**src/design/pxc_pkg.sv**
```systemverilog
package pxc_pkg;

	// Register address of the extended control register on the management port.
	localparam logic [4:0]  PXC_REG_EXT_CTRL = 5'h10;

	// Field positions inside the extended control word.
	localparam int          PXC_BIT_CW_EN    = 15;
	localparam int          PXC_BIT_ADDR_HI  = 10;
	localparam int          PXC_BIT_ADDR_LO  = 6;
	localparam int          PXC_BIT_SCR_TEST = 5;
	localparam int          PXC_BIT_NRZI     = 3;
	localparam int          PXC_BIT_INV_CODE = 2;
	localparam int          PXC_BIT_CIPH_DIS = 0;

	// Reserved bits 14:11, 4 and 1 always read as zero.
	localparam logic [15:0] PXC_RSV_MASK     = 16'h7812;

	// Reset values of the writable control bits, the read word and the transmit code.
	localparam logic        PXC_RST_CW_EN    = 1'b0;
	localparam logic        PXC_RST_SCR_TEST = 1'b0;
	localparam logic        PXC_RST_NRZI     = 1'b1;
	localparam logic        PXC_RST_INV_CODE = 1'b0;
	localparam logic        PXC_RST_CIPH_DIS = 1'b0;
	localparam logic [15:0] PXC_RST_WORD     = 16'h0000;
	localparam logic [4:0]  PXC_RST_CODE     = 5'h1F;

	// Widths of the address and the transmit code path.
	localparam int          PXC_ADDR_W       = 5;
	localparam int          PXC_NIB_W        = 4;
	localparam int          PXC_CODE_W       = 5;

	// Halt group sent for an errored nibble in normal translation.
	localparam logic [4:0]  PXC_CODE_HALT    = 5'h04;

	// One management frame as seen by the register bank.
	typedef struct packed {
		logic        wr;
		logic        rd;
		logic [4:0]  addr;
		logic [15:0] wdata;
	} pxc_mgmt_s;

	// Standard 4B/5B data translation of a transmit nibble.
	function automatic logic [4:0] pxc_std_code(input logic [3:0] nib);
		logic [4:0] c;
		c = 5'h1E;
		case (nib)
			4'h0: c = 5'h1E;
			4'h1: c = 5'h09;
			4'h2: c = 5'h14;
			4'h3: c = 5'h15;
			4'h4: c = 5'h0A;
			4'h5: c = 5'h0B;
			4'h6: c = 5'h0E;
			4'h7: c = 5'h0F;
			4'h8: c = 5'h12;
			4'h9: c = 5'h13;
			4'hA: c = 5'h16;
			4'hB: c = 5'h17;
			4'hC: c = 5'h1A;
			4'hD: c = 5'h1B;
			4'hE: c = 5'h1C;
			default: c = 5'h1D;
		endcase
		return c;
	endfunction

	// Test translation that produces invalid and control code groups.
	function automatic logic [4:0] pxc_test_code(input logic [3:0] nib);
		logic [4:0] c;
		c = {1'b0, nib};
		case (nib)
			4'h8: c = 5'h00;
			4'h9: c = 5'h0D;
			4'hA: c = 5'h0C;
			4'hB: c = 5'h11;
			4'hC: c = 5'h10;
			4'hD: c = 5'h19;
			4'hE: c = 5'h18;
			4'hF: c = 5'h1F;
			default: c = {1'b0, nib};
		endcase
		return c;
	endfunction

endpackage

```
**src/design/pxc_ext_ctrl.sv**
```systemverilog
// Contract
// - Writing one to bit 15 arms the next write to change protected bits.
// - The arming bit clears itself after the next management write.
// - Reserved bits 14:11, 4 and 1 read back as zero.
// - Bits 10:6 are read-only and show the management port address.
// - Hardware or power-on reset latches the address from the LED pins.
// - Software reset leaves the latched address untouched.
// - Scrambler test bit forces the descrambler out of lock.
// - At 100 Mb/s bit 3 picks NRZ or NRZI; it resets to one.
// - Invalid-code bit clear gives standard 4B/5B; it resets to zero.
// - Test mapping is used only with invalid-code bit and transmit error.
// - Test nibbles 0000 to 0111 map to a leading zero and the nibble.
// - Test nibbles 1000 to 1111 map to the fixed invalid groups.
// - Cipher disable bit bypasses both scrambler and descrambler.
`timescale 1ns/1ps
`default_nettype none
module pxc_ext_ctrl
	import pxc_pkg::*;
(
	input  wire logic                  mclk,
	input  wire logic                  srst,
	input  wire logic                  sw_rst,
	input  wire pxc_mgmt_s             mgmt,
	input  wire logic                  addr4_led_pin,
	input  wire logic                  addr3_led_pin,
	input  wire logic                  addr2_led_pin,
	input  wire logic                  addr1_led_pin,
	input  wire logic                  addr0_led_pin,
	input  wire logic                  link_100,
	input  wire logic                  tx_ser_bit,
	input  wire logic [PXC_NIB_W-1:0]  tx_nibble,
	input  wire logic                  tx_er,
	output logic      [15:0]           rd_data_q,
	output logic                       rd_valid_q,
	output logic                       cw_override_q,
	output logic                       descram_unlock_q,
	output logic                       scram_bypass_q,
	output logic                       nrzi_sel_q,
	output logic                       inv_code_q,
	output logic                       tx_line_q,
	output logic      [PXC_ADDR_W-1:0] phy_addr_q,
	output logic      [PXC_CODE_W-1:0] tx_code_q
);

	logic                  hit;
	logic                  reg_wr;
	logic                  reg_rd;
	logic                  arm_wr;
	logic                  cw_en_d;
	logic                  scr_test_d;
	logic                  nrzi_d;
	logic                  inv_code_d;
	logic                  ciph_dis_d;
	logic                  tx_line_d;
	logic [PXC_ADDR_W-1:0] pin_addr;
	logic [15:0]           rd_word;
	logic [15:0]           rd_data_d;

	// Address decode of the incoming management frame.
	assign hit     = (mgmt.addr == PXC_REG_EXT_CTRL);
	assign reg_wr  = mgmt.wr && hit;
	assign reg_rd  = mgmt.rd && hit;
	assign arm_wr  = reg_wr && mgmt.wdata[PXC_BIT_CW_EN];

	// The arming bit is consumed by any write and re-armed by an arming one.
	// self clear.
	assign cw_en_d = arm_wr ? 1'b1 : (mgmt.wr ? 1'b0 : cw_override_q);

	// Writable control fields; reserved write data is dropped.
	// reserved writes ignored.
	assign scr_test_d = reg_wr ? mgmt.wdata[PXC_BIT_SCR_TEST] : descram_unlock_q;
	assign nrzi_d     = reg_wr ? mgmt.wdata[PXC_BIT_NRZI] : nrzi_sel_q;
	assign inv_code_d = reg_wr ? mgmt.wdata[PXC_BIT_INV_CODE] : inv_code_q;
	assign ciph_dis_d = reg_wr ? mgmt.wdata[PXC_BIT_CIPH_DIS] : scram_bypass_q;

	// Readback word; the arming bit itself shows its live state.
	// address readback.
	always_comb begin
		rd_word = PXC_RST_WORD;
		rd_word[PXC_BIT_CW_EN] = cw_override_q;
		rd_word[PXC_BIT_ADDR_HI:PXC_BIT_ADDR_LO] = phy_addr_q;
		rd_word[PXC_BIT_SCR_TEST] = descram_unlock_q;
		rd_word[PXC_BIT_NRZI] = nrzi_sel_q;
		rd_word[PXC_BIT_INV_CODE] = inv_code_q;
		rd_word[PXC_BIT_CIPH_DIS] = scram_bypass_q;
		rd_word = rd_word & ~PXC_RSV_MASK;
	end

	assign rd_data_d = reg_rd ? rd_word : rd_data_q;

	// Serial line coding: NRZI toggles on a one only at 100 Mb/s.
	// line coding.
	assign tx_line_d = (link_100 && nrzi_sel_q) ? (tx_line_q ^ tx_ser_bit)
	                                            : tx_ser_bit;

	// Control bits; both hardware and software reset restore the defaults.
	// unlock control.
	always_ff @(posedge mclk) begin
		if (srst || sw_rst) begin
			cw_override_q    <= PXC_RST_CW_EN;
			descram_unlock_q <= PXC_RST_SCR_TEST;
			nrzi_sel_q       <= PXC_RST_NRZI;
			inv_code_q       <= PXC_RST_INV_CODE;
			scram_bypass_q   <= PXC_RST_CIPH_DIS;
		end else begin
			cw_override_q    <= cw_en_d;
			descram_unlock_q <= scr_test_d;
			nrzi_sel_q       <= nrzi_d;
			inv_code_q       <= inv_code_d;
			scram_bypass_q   <= ciph_dis_d;
		end
	end

	// Read answer and line register.
	always_ff @(posedge mclk) begin
		if (srst) begin
			rd_data_q  <= PXC_RST_WORD;
			rd_valid_q <= 1'b0;
			tx_line_q  <= 1'b0;
		end else begin
			rd_data_q  <= rd_data_d;
			rd_valid_q <= reg_rd;
			tx_line_q  <= tx_line_d;
		end
	end

	// Strap pins gathered into the address bus.
	assign pin_addr = {addr4_led_pin, addr3_led_pin, addr2_led_pin,
	                   addr1_led_pin, addr0_led_pin};

	// Address latch is reset only by srst, never by sw_rst.
	// soft reset keeps address.
	pxc_addr_latch u_addr (
		.mclk       (mclk),
		.srst       (srst),
		.pin_addr   (pin_addr),
		.phy_addr_q (phy_addr_q)
	);

	pxc_tx_map u_map (
		.mclk        (mclk),
		.srst        (srst),
		.tx_nibble   (tx_nibble),
		.tx_er       (tx_er),
		.inv_code_en (inv_code_q),
		.tx_code_q   (tx_code_q)
	);

	property p_arm;
		@(posedge mclk) disable iff (srst || sw_rst)
		arm_wr |=> cw_override_q;
	endproperty
	a_arm: assert property (p_arm)
		else $error("arming write did not set override enable");

	property p_self_clear;
		@(posedge mclk) disable iff (srst || sw_rst)
		(cw_override_q && mgmt.wr && !arm_wr) |=> !cw_override_q;
	endproperty
	a_self_clear: assert property (p_self_clear)
		else $error("override enable survived the next write");

	property p_arm_next;
		@(posedge mclk) disable iff (srst || sw_rst)
		(arm_wr ##1 !mgmt.wr) |=> cw_override_q;
	endproperty
	a_arm_next: assert property (p_arm_next)
		else $error("arming write consumed its own override");

	property p_rsv_zero;
		@(posedge mclk) disable iff (srst)
		rd_valid_q |-> ((rd_data_q & PXC_RSV_MASK) == 16'h0000);
	endproperty
	a_rsv_zero: assert property (p_rsv_zero)
		else $error("reserved bits read nonzero");

	property p_addr_read;
		@(posedge mclk) disable iff (srst)
		reg_rd |=> (rd_data_q[PXC_BIT_ADDR_HI:PXC_BIT_ADDR_LO] ==
		            $past(phy_addr_q)) && rd_valid_q;
	endproperty
	a_addr_read: assert property (p_addr_read)
		else $error("address field not returned on read");

	property p_addr_swrst;
		@(posedge mclk) disable iff (srst)
		sw_rst |=> $stable(phy_addr_q);
	endproperty
	a_addr_swrst: assert property (p_addr_swrst)
		else $error("software reset changed the address");

	property p_unlock;
		@(posedge mclk) disable iff (srst || sw_rst)
		reg_wr |=> (descram_unlock_q == $past(mgmt.wdata[PXC_BIT_SCR_TEST]));
	endproperty
	a_unlock: assert property (p_unlock)
		else $error("scrambler test bit not applied");

	property p_nrzi;
		@(posedge mclk) disable iff (srst)
		(link_100 && nrzi_sel_q) |=> (tx_line_q == ($past(tx_line_q) ^
		                              $past(tx_ser_bit)));
	endproperty
	a_nrzi: assert property (p_nrzi)
		else $error("NRZI line did not toggle on one");

	property p_nrz_rst;
		@(posedge mclk) srst |=> nrzi_sel_q && !inv_code_q;
	endproperty
	a_nrz_rst: assert property (p_nrz_rst)
		else $error("line coding defaults wrong after reset");

	property p_bypass;
		@(posedge mclk) disable iff (srst || sw_rst)
		reg_wr |=> (scram_bypass_q == $past(mgmt.wdata[PXC_BIT_CIPH_DIS]));
	endproperty
	a_bypass: assert property (p_bypass)
		else $error("cipher disable bit not applied");

	property p_nrz;
		@(posedge mclk) disable iff (srst)
		!(link_100 && nrzi_sel_q) |=> (tx_line_q == $past(tx_ser_bit));
	endproperty
	a_nrz: assert property (p_nrz)
		else $error("NRZ line did not follow the serial bit");

	property p_nrzi_wr;
		@(posedge mclk) disable iff (srst || sw_rst)
		reg_wr |=> (nrzi_sel_q == $past(mgmt.wdata[PXC_BIT_NRZI]));
	endproperty
	a_nrzi_wr: assert property (p_nrzi_wr)
		else $error("line coding bit not applied");

	property p_inv_wr;
		@(posedge mclk) disable iff (srst || sw_rst)
		reg_wr |=> (inv_code_q == $past(mgmt.wdata[PXC_BIT_INV_CODE]));
	endproperty
	a_inv_wr: assert property (p_inv_wr)
		else $error("invalid-code bit not applied");

	property p_rd_pulse;
		@(posedge mclk) disable iff (srst)
		!reg_rd |=> !rd_valid_q;
	endproperty
	a_rd_pulse: assert property (p_rd_pulse)
		else $error("read answer without a read");

	property p_rd_hold;
		@(posedge mclk) disable iff (srst)
		!reg_rd |=> $stable(rd_data_q);
	endproperty
	a_rd_hold: assert property (p_rd_hold)
		else $error("read word changed without a read");

	property p_read_cw;
		@(posedge mclk) disable iff (srst)
		reg_rd |=> (rd_data_q[PXC_BIT_CW_EN] == $past(cw_override_q));
	endproperty
	a_read_cw: assert property (p_read_cw)
		else $error("override enable not shown on read");

	property p_cw_hold;
		@(posedge mclk) disable iff (srst || sw_rst)
		!mgmt.wr |=> $stable(cw_override_q);
	endproperty
	a_cw_hold: assert property (p_cw_hold)
		else $error("override enable moved without a write");

	property p_ctl_hold;
		@(posedge mclk) disable iff (srst || sw_rst)
		!reg_wr |=> $stable({descram_unlock_q, scram_bypass_q,
		                     nrzi_sel_q, inv_code_q});
	endproperty
	a_ctl_hold: assert property (p_ctl_hold)
		else $error("control bits moved without a write");

	property p_swrst_dflt;
		@(posedge mclk) disable iff (srst)
		sw_rst |=> (!cw_override_q && !descram_unlock_q && !scram_bypass_q &&
		            nrzi_sel_q && !inv_code_q);
	endproperty
	a_swrst_dflt: assert property (p_swrst_dflt)
		else $error("software reset did not restore control defaults");

	property p_rst_clear;
		@(posedge mclk)
		srst |=> (!cw_override_q && !rd_valid_q &&
		          !descram_unlock_q && !scram_bypass_q);
	endproperty
	a_rst_clear: assert property (p_rst_clear)
		else $error("hardware reset left a control bit set");

endmodule
`default_nettype wire

```
**src/design/pxc_addr_latch.sv**
```systemverilog
`timescale 1ns/1ps
`default_nettype none
module pxc_addr_latch
	import pxc_pkg::*;
(
	input  wire logic                  mclk,
	input  wire logic                  srst,
	input  wire logic [PXC_ADDR_W-1:0] pin_addr,
	output logic      [PXC_ADDR_W-1:0] phy_addr_q
);

	// Address straps are caught only by hardware or power-on reset.
	// strap capture.
	always_ff @(posedge mclk) begin
		if (srst) begin
			phy_addr_q <= pin_addr;
		end
	end

	// Outside hardware reset the latched address never moves.
	property p_addr_capture;
		@(posedge mclk) srst |=> (phy_addr_q == $past(pin_addr));
	endproperty
	a_addr_capture: assert property (p_addr_capture)
		else $error("address not latched from pins at reset");

	property p_addr_hold;
		@(posedge mclk) !srst |=> $stable(phy_addr_q);
	endproperty
	a_addr_hold: assert property (p_addr_hold)
		else $error("latched address moved outside hardware reset");

endmodule
`default_nettype wire

```
**src/design/pxc_tx_map.sv**
```systemverilog
`timescale 1ns/1ps
`default_nettype none
module pxc_tx_map
	import pxc_pkg::*;
(
	input  wire logic                  mclk,
	input  wire logic                  srst,
	input  wire logic [PXC_NIB_W-1:0]  tx_nibble,
	input  wire logic                  tx_er,
	input  wire logic                  inv_code_en,
	output logic      [PXC_CODE_W-1:0] tx_code_q
);

	logic                  use_test;
	logic [PXC_CODE_W-1:0] norm_code;
	logic [PXC_CODE_W-1:0] tx_code_d;

	// Test groups replace the normal table only for errored nibbles.
	// test selection.
	assign use_test  = inv_code_en && tx_er;
	assign norm_code = tx_er ? PXC_CODE_HALT : pxc_std_code(tx_nibble);
	assign tx_code_d = use_test ? pxc_test_code(tx_nibble) : norm_code;

	// Code register feeding the serializer.
	always_ff @(posedge mclk) begin
		if (srst) begin
			tx_code_q <= PXC_RST_CODE;
		end else begin
			tx_code_q <= tx_code_d;
		end
	end

	property p_low_test;
		@(posedge mclk) disable iff (srst)
		(use_test && !tx_nibble[3]) |=> (tx_code_q == {1'b0, $past(tx_nibble)});
	endproperty
	a_low_test: assert property (p_low_test)
		else $error("low test nibble not mapped with leading zero");

	property p_high_test;
		@(posedge mclk) disable iff (srst)
		(use_test && tx_nibble == 4'h9) |=> (tx_code_q == 5'h0D);
	endproperty
	a_high_test: assert property (p_high_test)
		else $error("test nibble 1001 not mapped to 01101");

	property p_std_map;
		@(posedge mclk) disable iff (srst)
		(!inv_code_en && !tx_er) |=>
			(tx_code_q == pxc_std_code($past(tx_nibble)));
	endproperty
	a_std_map: assert property (p_std_map)
		else $error("standard translation not applied");

	property p_test_needs_er;
		@(posedge mclk) disable iff (srst)
		(inv_code_en && !tx_er && tx_nibble == 4'h0) |=> (tx_code_q == 5'h1E);
	endproperty
	a_test_needs_er: assert property (p_test_needs_er)
		else $error("test mapping used without transmit error");

endmodule
`default_nettype wire

```
**config.mk**
```make
export PLATFORM = sky130hd
export DESIGN_NAME = pxc_ext_ctrl
export DESIGN_NICKNAME = d
export VERILOG_FILES = /design/src/design/pxc_pkg.sv /design/src/design/pxc_ext_ctrl.sv /design/src/design/pxc_addr_latch.sv /design/src/design/pxc_tx_map.sv
export SDC_FILE = /design/constraint.sdc
export NUM_CORES = 1
export LEC_CHECK = 0
export ABC_AREA = 1
export BUFFER_PORTS_ARGS = -buffer_cell sky130_fd_sc_hd__buf_2
export CORE_AREA = 2 2 56 58
export CTS_CLUSTER_SIZE = 16
export DETAILED_ROUTE_END_ITERATION = 10
export DIE_AREA = 0 0 58 60
export PLACE_DENSITY = 0.77
export SYNTH_ARGS = -nofsm -noshare
export SYNTH_HDL_FRONTEND = slang
export SYNTH_SLANG_ARGS = --single-unit
```
**constraint.sdc**
```tcl
create_clock -name mclk -period 1 [get_ports mclk]
set_input_delay 0.25 -clock mclk [delete_from_list [all_inputs] [get_ports mclk]]
set_output_delay 0.25 -clock mclk [all_outputs]
set_load 0.005 [all_outputs]
```
==> metrics.cfg <==
[die]
fp.dieW_microns = 58
die-area_sq_um = 3480
die_y_microns = 60
rows = 20
io_pins = 71
core_sq_um = 2900
initial_utilization_pct = 40.5

[critical_path]
path_buf_inv = 1
crit_cells = 1
worstPathArrival_ns = 0.87
rr_endpoint = u_map.tx_code_q[2]$_SDFF_PP1_
path_max_fanout = 2
cpLargestDelayFamily = flip-flops
r2r_start = inv_code_q$_SDFFE_PP0P_
worstPathRequired_ns = 0.75
cp-start-kind = flop
worstPathCellList = buf_2
crit_type = flop to output pin
cp_slowest_cell = edfxtp_1
reg2reg_slack_ns = 0.07
worst_path_largest_cell_delay_ns = 0.42
r2r_cells = 6
crit_path_end_kind = output pin

[timing]
hold_viol = 0
setup_violations = 22
rsz0062_at_grt = yes
skew_ns = 0.00832
drv_slew = 0
fin_crit_sh_pct = 112
fin_ws_ns = -0.116
max_freq_mhz = 896
fin_crit_ns = 1.12

[final_layout]
fin_area_sq_um = 1660
seq_area_sq_um = 614
final_nets = 267
layout_common_cells = 48 x buf_2, 36 x nand2_1, 33 x nor2_1
insertedDiodeCount = 0
drive_gt1_share_pct = 41.7
multi_input_area_sq_um = 454
fill_cells = 287
synthToLayoutAreaGrowth_pct = 41.2
layout_commonest_cell = buf_2

[logic_synthesis]
synth_cell_types = 18
yosys_warnings = 0
ys_ff_latch = 27
avgSynthCellArea_sq_um = 7.40
synth_seq_area_share_pct = 50.2
postSynthCellCount = 159
syn_area_sq_um = 1180

[global_route]
grt_usage_pct = 15.3
antenna_found_initial = 0
grt_pass1_wl_microns = 4230
grt_max_degree = 22
overflow = 0
grt_pass1_vias = 1048

[outcome]
status = finished, violations left
violations = negative setup slack

[worst_hold_path]
holdPathStages = 1
hold_end = u_addr.phy_addr_q[3]$_DFFE_PP_
hold_class = input pin to flop
hold_start = addr3_led_pin

[detailed_routing]
drc = 0
dr.pass1.iters = 4
ant_nets = 0
route.vias.total = 1160
viasPerCell = 4.44
drt_iter0_drc = 38
routed_wl_microns = 2550
wl_per_cell_microns = 9.78

[placed_design]
gpl.final_weighted_congestion = 0.828
dp_worst_setup_slack_ns = -0.0977
dp_hpwl_microns = 1890
port_buffers = 53
place_area_sq_um = 1500

[flow_run]
maxCapViolCount = 0

[clock_tree]
root_buffer = clkbuf_4
cts_tree = done
cts.sinks = 27
ctsHtreeMaxLevel = 1
clockBufferDepth = 2
cts_buffers = 3
cts.clk_slew.worst_paths_ns = 0.15
clock_latency_ns = 0.31

[power_and_ir_drop]
ir_drop_uv = 873
powerDensity_nw_per_um2 = 1120
leakagePower_nw = 0.924

==> what timing repair did <==
| action | CTS | global route |
|---|---|---|
| hold buffers | 0 | 0 |
| gates resized for setup | 16 | 10 |
| buffers inserted | 9 | 1 |
| setup endpoints to repair | 27 | 29 |
| gates cloned | 0 | 0 |
| pin swaps | 0 | 0 |
==> worst register-to-register path, cell delays in order (launching register included) <==
cell	delay (ns)
dfxtp_4	0.39
buf_6	0.10
nand2_2	0.06
a21oi_2	0.09
nand3b_1	0.09
nand2_1	0.06
nand2_1	0.04
==> cells in the mapped netlist <==
cell | number | share of area, %
nand2_1 | 37 | 12
buf_2 | 2 | 0.85
buf_4 | 6 | 3.8
nand4_2 | 1 | 1.1
inv_1 | 24 | 7.7
o21ai_0 | 5 | 2.1
xor2_1 | 1 | 0.74
nand3_1 | 11 | 4.7
nand3b_1 | 1 | 0.64
o211ai_1 | 2 | 1.3
edfxtp_1 | 5 | 13
dfxtp_1 | 22 | 37
a21oi_1 | 4 | 1.7
buf_6 | 1 | 0.96
nand4_1 | 1 | 0.53
conb_1 | 1 | 0.32
nor2_2 | 2 | 1.1
nor2_1 | 33 | 11
==> kinds of logic (layout without fill, tap and decap cells) <==
group                     Yosys count  after routing  synth area share (%)
other                               1              6                 0.319
buffers and inverters              33             97                  13.3
xor gates and xnor gates            1              1                 0.745
AOI/OAI and AO/OA                  11             11                  5.11
and+or+nand+nor                    86             86                  30.3
DFF                                27             27                  50.2
==> cell type report <==
class,count,share of cell area (%)
well taps,33,2.49
clock inverters,1,0.301
clock buffers,3,1.36
inverters,24,5.43
multi-input cells,104,27.4
flip-flops and latches,27,37.0
repair buffers,69,26.1
==> how the worst max path moves through the flow <==
stage	startpoint	to	slack, ns
final	u_addr.phy_addr_q[2]$_DFFE_PP_	phy_addr_q[2]	-0.12
after floorplan	mgmt[19]	rd_data_q[10]$_SDFFE_PP0P_	0.07
after global routing	u_addr.phy_addr_q[3]$_DFFE_PP_	phy_addr_q[3]	-0.17
after global placement	mgmt[19]	inv_code_q$_SDFFE_PP0P_	-0.07
after CTS	u_addr.phy_addr_q[2]$_DFFE_PP_	phy_addr_q[2]	-0.13
after detailed placement	mgmt[19]	descram_unlock_q$_SDFFE_PP0P_	-0.1
==> per-stage QoR <==
step	power [mW]	hold slack [ns]	std cells	setup TNS (ns)	utilization, %
3_3_place_gp	1.40	0.428	248	-0.799	51.7
4_1_cts	1.88	0.0874	260	-1.24	55.6
2_1_floorplan	1.29	0.322	164	0	-
5_1_grt	1.95	0.0815	261	-1.99	57.2
3_5_place_dp	1.41	0.429	248	-1.09	51.7
6_report	1.86	0.0950	261	-1.01	57.2
==> routing by layer <==
| metal | GRT usage, % | vias to the layer above | wire [microns] |
|---|---|---|---|
| met3 | 3.25 | 4 | 166 |
| met1 | 19.2 | 501 | 1080 |
| met4 | 3.65 | 0 | 29 |
| met2 | 26.8 | 44 | 1280 |
| li1 | - | 611 | - |
| met5 | 0 | - | 0 |
==> sequential cells by signal (all words and copies together), names as in the netlist <==
signal / cells
u_map.tx_code_q: 5
rd_data_q: 10
cw_override_q: 1
scram_bypass_q: 1
rd_valid_q: 1
descram_unlock_q: 1
u_addr.phy_addr_q: 5
inv_code_q: 1
tx_line_q: 1
nrzi_sel_q: 1
==> where the power goes <==
| group | leakage [nW] | switching, mW | total [mW] | internal, mW |
|---|---|---|---|---|
| registers | 0.235 | 0.0148 | 1.16 | 1.15 |
| clock network | 0.0177 | 0.308 | 0.457 | 0.149 |
| logic | 0.671 | 0.121 | 0.242 | 0.121 |
Power figures use the tool's default switching activity.
